==> config.mk <==
export PLATFORM = sky130hd
export DESIGN_NAME = abort_err_logger
export DESIGN_NICKNAME = d
export VERILOG_FILES = /design/src/hdl/abort_err_pkg.sv /design/src/hdl/abort_err_logger.sv
export VERILOG_INCLUDE_DIRS = /design/src /design/src/hdl
export SDC_FILE = /design/constraint.sdc
export NUM_CORES = 1
export LEC_CHECK = 0
export ABC_AREA = 1
export BUFFER_PORTS_ARGS = -buffer_cell sky130_fd_sc_hd__buf_2
export CELL_PAD_IN_SITES_DETAIL_PLACEMENT = 1
export CELL_PAD_IN_SITES_GLOBAL_PLACEMENT = 1
export CORE_ASPECT_RATIO = 0.9
export CORE_UTILIZATION = 34
export CTS_CLUSTER_DIAMETER = 80
export DETAILED_ROUTE_END_ITERATION = 8
export PLACE_DENSITY_LB_ADDON = 0.12
export SLEW_MARGIN = 25
export SYNTH_ARGS = -nofsm -noshare
export SYNTH_HDL_FRONTEND = slang
export SYNTH_SLANG_ARGS = --single-unit
==> constraint.sdc <==
create_clock -name CLK_IN -period 1.8 [get_ports CLK_IN]
set_input_delay 0.27 -clock CLK_IN [delete_from_list [all_inputs] [get_ports CLK_IN]]
set_output_delay 0.27 -clock CLK_IN [all_outputs]
set_load 0.05 [all_outputs]
==> src/hdl/abort_err_params.svh <==
// Purpose: constants for the abort and unexpected-completion error logger
// Assumes: AXI4-Lite register map, 32-bit data
// Notes: all offsets are byte addresses
`ifndef ABORT_ERR_PARAMS_SVH
`define ABORT_ERR_PARAMS_SVH
`define REG_CTRL 8'h00
`define REG_SEV 8'h04
`define REG_MASK 8'h08
`define REG_STAT 8'h0C
`define REG_HDR 8'h10
`define REG_PTR 8'h14
// control bits
`define CTL_SERR 0
`define CTL_FTL 1
`define CTL_NFTL 2
`define CTL_COR 3
// error index bits used in severity, mask and the first error pointer; EI_ADV is used in the mask only
`define EI_RTA 0
`define EI_TASC 1
`define EI_UNEXP 2
`define EI_ADV 3
// status bits
`define ST_SEC_RTA 0
`define ST_UNC_RTA 1
`define ST_UNC_TASC 2
`define ST_SPLIT_DISC 3
`define ST_PRI_RMA 4
`define ST_PRI_RTA 5
`define ST_SEC_STA 6
`define ST_SSERR 7
`define ST_FTL_DTD 8
`define ST_NFTL_DTD 9
`define ST_COR_DTD 10
`define ST_ADV 11
`define ST_UNEXP 12
`define ST_PX_UNEXP 13
`define STAT_W 14
`define PTR_NONE 5'h1F
`endif

==> src/hdl/abort_err_pkg.sv <==
// Purpose: types for the abort and unexpected-completion error logger
// Assumes: constants come from the params header
// Notes: none
package abort_err_pkg;
    typedef enum logic [3:0] {
        EV_NONE = 4'b0001,
        EV_POSTED_TA = 4'b0010,
        EV_NP_TA = 4'b0100,
        EV_SPLIT_TA = 4'b1000
    } sec_event_t;
    typedef enum logic [2:0] {
        WR_IDLE = 3'b001,
        WR_RESP = 3'b010,
        WR_HOLD = 3'b100
    } wr_state_t;
    typedef struct packed {
        logic fatal;
        logic nonfatal;
        logic correctable;
    } err_msg_t;
    typedef struct packed {
        logic [7:0] bus;
        logic [4:0] dev;
        logic [2:0] func;
    } req_id_t;
endpackage

==> src/hdl/abort_err_logger.sv <==
// Purpose: abort and unexpected-completion error logging for a bridge
// Assumes: event inputs are one-cycle pulses from same-clock logic
// Notes: status bits are sticky and write-one-to-clear
//
// Overview of operation
// (RQ1) drop target-aborted posted write entirely
// (RQ2) any secondary target-abort sets secondary flag
// (RQ3) request target-abort sets uncorrectable status bit
// (RQ4) unmasked, pointer invalid: log header, set pointer
// (RQ5) unmasked: send message by severity when enabled
// (RQ6) message plus serr enable sets system error
// (RQ7) set fatal or nonfatal detected by severity
// (RQ8) non-posted target-abort returns completer abort
// (RQ9) aborted split completion discarded, flag set
// (RQ10) split completion uses its own error bits
// (RQ11) unsupported request: master abort flag, message
// (RQ12) completer abort: two abort flags, error message
// (RQ13) unexpected: own requester id, no match
// (RQ14) advisory unmasked: correctable message, set flags
// (RQ15) advisory masked: no message, still set flags
// (RQ16) every unexpected completion sets its status bit
// (RQ17) log header only if unmasked, pointer invalid
// (RQ18) non-advisory: fatal detected, maybe fatal message
// (RQ19) fatal message with serr enable sets flag
// (RQ20) own secondary id, no tag: split flag
// (RQ21) flags stay set until software clears
//
// Implementation choices: register access over AXI4-Lite and the register addresses.
`timescale 1ns/1ps
`default_nettype none
`include "abort_err_params.svh"
module abort_err_logger #(
    parameter int HDR_W = 32
) (
    // clock, reset, enable
    input wire logic CLK_IN,
    input wire logic RST_IN,
    input wire logic CE_IN,
    // secondary bus events
    input wire abort_err_pkg::sec_event_t SEC_EVENT_IN,
    input wire logic [HDR_W-1:0] SEC_HDR_IN,
    input wire logic [4:0] SEC_PTR_IN,
    // pcie completion events
    input wire logic CPL_VALID_IN,
    input wire logic [2:0] CPL_STATUS_IN,
    input wire abort_err_pkg::req_id_t CPL_REQ_ID_IN,
    input wire logic CPL_MATCH_IN,
    input wire logic CPL_TAG_OWNED_IN,
    input wire logic [HDR_W-1:0] CPL_HDR_IN,
    input wire abort_err_pkg::req_id_t OWN_ID_IN,
    input wire logic [7:0] SEC_BUS_IN,
    // actions
    output logic DROP_TXN_OUT,
    output logic CA_CPL_OUT,
    output logic SPLIT_MSG_OUT,
    output logic SPLIT_ERR_MSG_OUT,
    output var abort_err_pkg::err_msg_t MSG_OUT,
    // axi4-lite slave
    input wire logic [7:0] AWADDR_IN,
    input wire logic AWVALID_IN,
    output logic AWREADY_OUT,
    input wire logic [31:0] WDATA_IN,
    input wire logic [3:0] WSTRB_IN,
    input wire logic WVALID_IN,
    output logic WREADY_OUT,
    output logic [1:0] BRESP_OUT,
    output logic BVALID_OUT,
    input wire logic BREADY_IN,
    input wire logic [7:0] ARADDR_IN,
    input wire logic ARVALID_IN,
    output logic ARREADY_OUT,
    output logic [31:0] RDATA_OUT,
    output logic [1:0] RRESP_OUT,
    output logic RVALID_OUT,
    input wire logic RREADY_IN
);
    localparam logic [2:0] CS_UR = 3'h1;
    localparam logic [2:0] CS_CA = 3'h4;

    logic [3:0] ctrl;
    logic [3:0] sev;
    logic [3:0] mask;
    logic [`STAT_W-1:0] stat;
    logic [HDR_W-1:0] hdr_log;
    logic [4:0] first_error_pointer;
    logic ptr_valid;

    // per-event decode
    logic sec_ta, req_ta, split_ta;
    logic [1:0] eidx;
    logic sec_unmasked, sec_fatal, sec_send;
    logic unexp, advisory, unexp_send, cor_send, px_unexp;
    logic [`STAT_W-1:0] set_bits, clr_bits;
    logic do_log_sec, do_log_unexp;

    always_comb
    begin
        sec_ta = (SEC_EVENT_IN != abort_err_pkg::EV_NONE); // see (RQ2)
        req_ta = (SEC_EVENT_IN == abort_err_pkg::EV_POSTED_TA)
            || (SEC_EVENT_IN == abort_err_pkg::EV_NP_TA);
        split_ta = (SEC_EVENT_IN == abort_err_pkg::EV_SPLIT_TA);
        eidx = split_ta ? 2'(`EI_TASC) : 2'(`EI_RTA); // see (RQ10)
        sec_unmasked = sec_ta && !mask[eidx];
        sec_fatal = sev[eidx];
        sec_send = sec_unmasked && (ctrl[`CTL_SERR]
            || (sec_fatal ? ctrl[`CTL_FTL] : ctrl[`CTL_NFTL])); // see (RQ5)
        unexp = CPL_VALID_IN && (CPL_REQ_ID_IN == OWN_ID_IN) && !CPL_MATCH_IN; // see (RQ13)
        advisory = !sev[`EI_UNEXP];
        cor_send = unexp && advisory && !mask[`EI_ADV] && ctrl[`CTL_COR]; // see (RQ14)
        unexp_send = unexp && !advisory && !mask[`EI_UNEXP]
            && (ctrl[`CTL_SERR] || ctrl[`CTL_FTL]); // see (RQ18)
        px_unexp = CPL_VALID_IN && (CPL_REQ_ID_IN.bus == SEC_BUS_IN)
            && (CPL_REQ_ID_IN.dev == 5'h0_0) && (CPL_REQ_ID_IN.func == 3'h0)
            && !CPL_TAG_OWNED_IN; // see (RQ20)
        do_log_sec = sec_unmasked && !ptr_valid; // see (RQ4)
        do_log_unexp = unexp && !mask[`EI_UNEXP] && !ptr_valid && !do_log_sec; // see (RQ17)
        set_bits = '0;
        set_bits[`ST_SEC_RTA] = sec_ta; // see (RQ2)
        set_bits[`ST_UNC_RTA] = req_ta; // see (RQ3)
        set_bits[`ST_UNC_TASC] = split_ta; // see (RQ10)
        set_bits[`ST_SPLIT_DISC] = split_ta; // see (RQ9)
        set_bits[`ST_PRI_RMA] = CPL_VALID_IN && CPL_STATUS_IN == CS_UR; // see (RQ11)
        set_bits[`ST_PRI_RTA] = CPL_VALID_IN && CPL_STATUS_IN == CS_CA; // see (RQ12)
        set_bits[`ST_SEC_STA] = CPL_VALID_IN && CPL_STATUS_IN == CS_CA; // see (RQ12)
        set_bits[`ST_SSERR] = ctrl[`CTL_SERR] && (sec_send || unexp_send); // see (RQ6) (RQ19)
        set_bits[`ST_FTL_DTD] = (sec_ta && sec_fatal) || (unexp && !advisory); // see (RQ7) (RQ18)
        set_bits[`ST_NFTL_DTD] = sec_ta && !sec_fatal; // see (RQ7)
        set_bits[`ST_COR_DTD] = unexp && advisory; // see (RQ14) (RQ15)
        set_bits[`ST_ADV] = unexp && advisory; // see (RQ15)
        set_bits[`ST_UNEXP] = unexp; // see (RQ16)
        set_bits[`ST_PX_UNEXP] = px_unexp; // see (RQ20)
    end

    // actions toward the link and the secondary bus
    always_ff @(posedge CLK_IN)
    begin
        if (RST_IN)
        begin
            DROP_TXN_OUT <= 1'b0;
            CA_CPL_OUT <= 1'b0;
            SPLIT_MSG_OUT <= 1'b0;
            SPLIT_ERR_MSG_OUT <= 1'b0;
            MSG_OUT <= '0;
        end
        else if (CE_IN)
        begin
            // posted and split data are both thrown away whole
            DROP_TXN_OUT <= (SEC_EVENT_IN == abort_err_pkg::EV_POSTED_TA) || split_ta; // see (RQ1) (RQ9)
            CA_CPL_OUT <= (SEC_EVENT_IN == abort_err_pkg::EV_NP_TA); // see (RQ8)
            SPLIT_MSG_OUT <= CPL_VALID_IN && CPL_STATUS_IN == CS_UR; // see (RQ11)
            SPLIT_ERR_MSG_OUT <= CPL_VALID_IN && CPL_STATUS_IN == CS_CA; // see (RQ12)
            MSG_OUT.fatal <= (sec_send && sec_fatal) || unexp_send; // see (RQ5) (RQ18)
            MSG_OUT.nonfatal <= sec_send && !sec_fatal; // see (RQ5)
            MSG_OUT.correctable <= cor_send; // see (RQ14)
        end
    end

    // axi4-lite write path; address and data may arrive in either order
    abort_err_pkg::wr_state_t wr_state;
    logic aw_got, w_got;
    logic [7:0] aw_addr;
    logic [31:0] w_data;
    logic [3:0] w_strb;
    logic wr_fire;
    assign wr_fire = (wr_state == abort_err_pkg::WR_HOLD);

    always_ff @(posedge CLK_IN)
    begin
        if (RST_IN)
        begin
            wr_state <= abort_err_pkg::WR_IDLE;
            aw_got <= 1'b0;
            w_got <= 1'b0;
            aw_addr <= 8'h00;
            w_data <= 32'h0000_0000;
            w_strb <= 4'h0;
            AWREADY_OUT <= 1'b0;
            WREADY_OUT <= 1'b0;
            BVALID_OUT <= 1'b0;
            BRESP_OUT <= 2'b00;
        end
        else if (CE_IN)
        begin
            AWREADY_OUT <= 1'b0;
            WREADY_OUT <= 1'b0;
            case (wr_state)
                abort_err_pkg::WR_IDLE:
                begin
                    if (AWVALID_IN && !aw_got && !AWREADY_OUT)
                    begin
                        AWREADY_OUT <= 1'b1;
                        aw_got <= 1'b1;
                        aw_addr <= AWADDR_IN;
                    end
                    if (WVALID_IN && !w_got && !WREADY_OUT)
                    begin
                        WREADY_OUT <= 1'b1;
                        w_got <= 1'b1;
                        w_data <= WDATA_IN;
                        w_strb <= WSTRB_IN;
                    end
                    if (aw_got && w_got)
                        wr_state <= abort_err_pkg::WR_HOLD;
                end
                abort_err_pkg::WR_HOLD:
                begin
                    BVALID_OUT <= 1'b1;
                    BRESP_OUT <= (aw_addr[7:2] <= 6'h05 && aw_addr[1:0] == 2'b00)
                        ? 2'b00 : 2'b10;
                    wr_state <= abort_err_pkg::WR_RESP;
                end
                abort_err_pkg::WR_RESP:
                begin
                    if (BREADY_IN)
                    begin
                        BVALID_OUT <= 1'b0;
                        aw_got <= 1'b0;
                        w_got <= 1'b0;
                        wr_state <= abort_err_pkg::WR_IDLE;
                    end
                end
                default:
                    wr_state <= abort_err_pkg::WR_IDLE;
            endcase
        end
    end

    // control registers; only byte 0 carries bits
    always_ff @(posedge CLK_IN)
    begin
        if (RST_IN)
        begin
            ctrl <= 4'h0;
            sev <= 4'h0;
            mask <= 4'h0;
        end
        else if (CE_IN && wr_fire && w_strb[0])
        begin
            if (aw_addr == `REG_CTRL)
                ctrl <= w_data[3:0];
            if (aw_addr == `REG_SEV)
                sev <= w_data[3:0];
            if (aw_addr == `REG_MASK)
                mask <= w_data[3:0];
        end
    end

    // sticky status, write one to clear; a new set wins over the clear
    always_comb
    begin
        clr_bits = '0;
        if (wr_fire && aw_addr == `REG_STAT)
            clr_bits = w_data[`STAT_W-1:0] & {{(`STAT_W-8){w_strb[1]}}, {8{w_strb[0]}}};
    end

    always_ff @(posedge CLK_IN)
    begin
        if (RST_IN)
            stat <= '0;
        else if (CE_IN)
            stat <= (stat & ~clr_bits) | set_bits; // see (RQ21)
    end

    // first error header and pointer; writing the pointer register rearms it
    always_ff @(posedge CLK_IN)
    begin
        if (RST_IN)
        begin
            hdr_log <= '0;
            first_error_pointer <= `PTR_NONE;
            ptr_valid <= 1'b0;
        end
        else if (CE_IN)
        begin
            if (do_log_sec)
            begin
                hdr_log <= SEC_HDR_IN; // see (RQ4)
                first_error_pointer <= split_ta ? 5'(`EI_TASC) : 5'(`EI_RTA);
                ptr_valid <= 1'b1;
            end
            else if (do_log_unexp)
            begin
                hdr_log <= CPL_HDR_IN; // see (RQ17)
                first_error_pointer <= 5'(`EI_UNEXP);
                ptr_valid <= 1'b1;
            end
            else if (wr_fire && aw_addr == `REG_PTR && w_strb[0])
            begin
                first_error_pointer <= `PTR_NONE;
                ptr_valid <= 1'b0;
            end
        end
    end

    // axi4-lite read path, address accept and data in the same cycle
    logic [31:0] rd_mux;
    always_comb
    begin
        case (ARADDR_IN)
            `REG_CTRL: rd_mux = {28'h000_0000, ctrl};
            `REG_SEV: rd_mux = {28'h000_0000, sev};
            `REG_MASK: rd_mux = {28'h000_0000, mask};
            `REG_STAT: rd_mux = {{(32-`STAT_W){1'b0}}, stat};
            `REG_HDR: rd_mux = 32'(hdr_log);
            `REG_PTR: rd_mux = {26'h000_0000, ptr_valid, first_error_pointer};
            default: rd_mux = 32'h0000_0000;
        endcase
    end

    always_ff @(posedge CLK_IN)
    begin
        if (RST_IN)
        begin
            ARREADY_OUT <= 1'b0;
            RVALID_OUT <= 1'b0;
            RDATA_OUT <= 32'h0000_0000;
            RRESP_OUT <= 2'b00;
        end
        else if (CE_IN)
        begin
            ARREADY_OUT <= 1'b0;
            if (RVALID_OUT)
            begin
                if (RREADY_IN)
                    RVALID_OUT <= 1'b0;
            end
            else if (ARVALID_IN && !ARREADY_OUT)
            begin
                ARREADY_OUT <= 1'b1;
                RVALID_OUT <= 1'b1;
                RDATA_OUT <= rd_mux;
                RRESP_OUT <= (ARADDR_IN <= `REG_PTR && ARADDR_IN[1:0] == 2'b00)
                    ? 2'b00 : 2'b10;
            end
        end
    end
endmodule
`default_nettype wire

==> metrics.txt <==
status finished, final reports clean; chip width 148 um; Via density 4.81; routed len/inst 14.8 um; worst clock skew 0.00938 ns; CTS max path bufs 2; Inst Count DP 1,442; vias in the first global route 7,105; largest net degree at the start of global routing 99; worst setup margin 0.103 ns; synthesis-stage register bit count 137; fraction of the mapped netlist area in compound gates 0.181; first-pass GRT wire length 35,300 um; length of routed met3 wiring 1200 um; Post-Syn Instances 977; Starting Density 0.352; Max Slew Vio Count 0; Clock Latency Late Sink 0.43 ns; critical path peak fanout 8; largest family of logic cells by synthesized area simple AND/OR/NAND/NOR gates; mux cell area share after synthesis 0; Final min period 1.70 ns; top sig layer met4; GP Congestion 0.823; critical path data arrival time 2.05 ns; worst min-delay path class input port to flop; num rows 47; CTS Sinks 137; Reg power frac 0.384; Place WS -0.185 ns; critical path required time 2.16 ns; Comb power frac 0.175; GRT Overall Usage 0.227; Die Span Y 134 um; design area 0.00888 mm2; first drt pass iteration count 4; Post-synth ARST share 0; CTS Buf Count 17; Internal Pwr Total 6.35 mW; RSZ-0062 raised after global routing false; # setup viols final 0; Fillers 2,504; H-tree depth 4; Routed Antenna Nets 0; final hold slack 0.104 ns; clock slew at reported path FFs 0.06 ns; final core occ 0.476; IO Port Bufs 199; Max-Cap Viols 0; Clock power frac 0.440; total power 8.85 mW; Area Overhead vs Synth 35.3%; startpoint types flop; Antenna Cells 0; layout cells sized above 1 0.259; IO Pins 227; die area 0.0199 mm2; P per Cell Area 997 mW/mm2; Remaining DRCs 0; Final #Nets 1,396; Seq/Total Area, Yosys 0.418; antenna violations before repair 0; xor and xnor area share after synthesis 0.0120; TNS Setup 0 ns; sw power 2.50 mW; final wirelength 21,800 um; TritonCTS clock tree built; DR iter-0 viols 312; Synth Warn # 0; Post-synth EDFFs 0; adder-cell share of the synthesized area 0; area of placed instances 0.00820 mm2; Synth Area in Simple Gates 0.301; Pleak 4.25 nW; syn avg cell area 6.71 um2; Post-CTS Hold Buffers 0; half-perimeter wire length after placement 16,700 um; routed via count 7,094; core area 0.0186 mm2; grt ovf 0; fmax 589 MHz; Root Driver clkbuf_16; fin cells 1,474; Hold Violations, Final 0; ys flop type dfxtp_1; met1 WL 10,300 um; Max VDD drop 0.000609 V; sw frac 0.282; Mapped Area 0.00656 mm2; post-synth cell types 41; Setup CP Type flop to flop; met2 WL post-DR 10,100 um; Tcrit/Tclk final 0.943; CP endpoint kind flop
final cells by class:
class | instances | area [um2] | area share
clock inverter | 13 | 215 | 0.0242
clock buffer | 18 | 439 | 0.0495
inverter | 85 | 319 | 0.0359
sequential | 137 | 2740 | 0.309
tap | 245 | 307 | 0.0345
timing repair buffer | 268 | 1590 | 0.179
multi-input combinational | 708 | 3270 | 0.368
state kept, by name (all words and copies together), names as in the netlist, 4 cells and up:
name / cells
RDATA_OUT: 32
mask: 4
aw_addr: 8
stat: 14
ctrl: 4
hdr_log: 32
w_data: 14
sev: 4
worst max-delay path, stage by stage (launching register included):
cell	delay [ns]
dfxtp_1	0.39
nand3_2	0.17
nor2_2	0.18
nand2_1	0.18
nor4_4	0.40
o21ai_0	0.16
a21oi_1	0.13
cells in the final DEF, fill, tap and decap left out, types with 28 or more instances in the layout:
cell	instances
buf_2	199
nand3_1	33
nor2_1	149
dfxtp_1	137
buf_4	63
o21ai_1	28
nand2_1	254
a21oi_1	82
inv_1	81
o21ai_0	84
timing repair:
action,in CTS,in global routing
gates cloned,0,0
setup buffers,0,1
setup endpoints to repair,12,15
resized for setup,2,4
pin swaps,0,1
per-layer routing:
metal | up-vias | track usage
met1 | 3264 | 0.302
met2 | 168 | 0.370
li1 | 3647 | -
met4 | 0 | 0.0527
met3 | 15 | 0.0524
met5 | - | 0
final timing paths:
path / start / end / slack, ns / cells after the start
setup / recovery: wr_state[2]$_SDFFE_PP0P_ / mask[0]$_SDFFE_PP0P_ / 0.10 / 6
hold / removal: WDATA_IN[11] / w_data[11]$_SDFFE_PP0P_ / 0.10 / 3
setup reg to reg: wr_state[2]$_SDFFE_PP0P_ / mask[0]$_SDFFE_PP0P_ / 0.10 / 6
hold reg to reg: BVALID_OUT$_SDFFE_PP0P_ / BVALID_OUT$_SDFFE_PP0P_ / 0.44 / 2
cells in the mapped netlist, drive strengths merged (2+ instances only):
master	n	share of area
xnor2	4	0.0053
a32o	8	0.012
inv	84	0.048
nor2	154	0.091
xor2	5	0.0067
nor4	5	0.0093
dfxtp	137	0.42
nand3	36	0.029
a211oi	2	0.0023
a21oi	82	0.063
nand3b	2	0.0023
nor3	11	0.0084
o211ai	4	0.0046
nand2	258	0.15
o21ai	113	0.087
buf	22	0.023
clkbuf	26	0.015
nand4	8	0.0076
a31oi	2	0.0019
o31ai	5	0.0057
kinds of logic after synthesis:
logic type,Yosys count
flip-flops,137
AND/OR/NAND/NOR,477
other,1
XOR/XNOR,9
buffers and inverters,133
AO/OA/AOI/OAI,220
power by group through the flow:
| stage | clock network [mW] | logic, mW | registers [mW] |
|---|---|---|---|
| floorplan | 0 | 0.809 | 3.59 |
| global placement | 0 | 1.52 | 3.46 |
| detailed placement | 0 | 1.55 | 3.47 |
| CTS | 3.95 | 1.57 | 3.40 |
| global route | 4.10 | 1.74 | 3.43 |
| finish | 3.90 | 1.55 | 3.40 |
No activity file was read; power rests on OpenSTA's default activity.
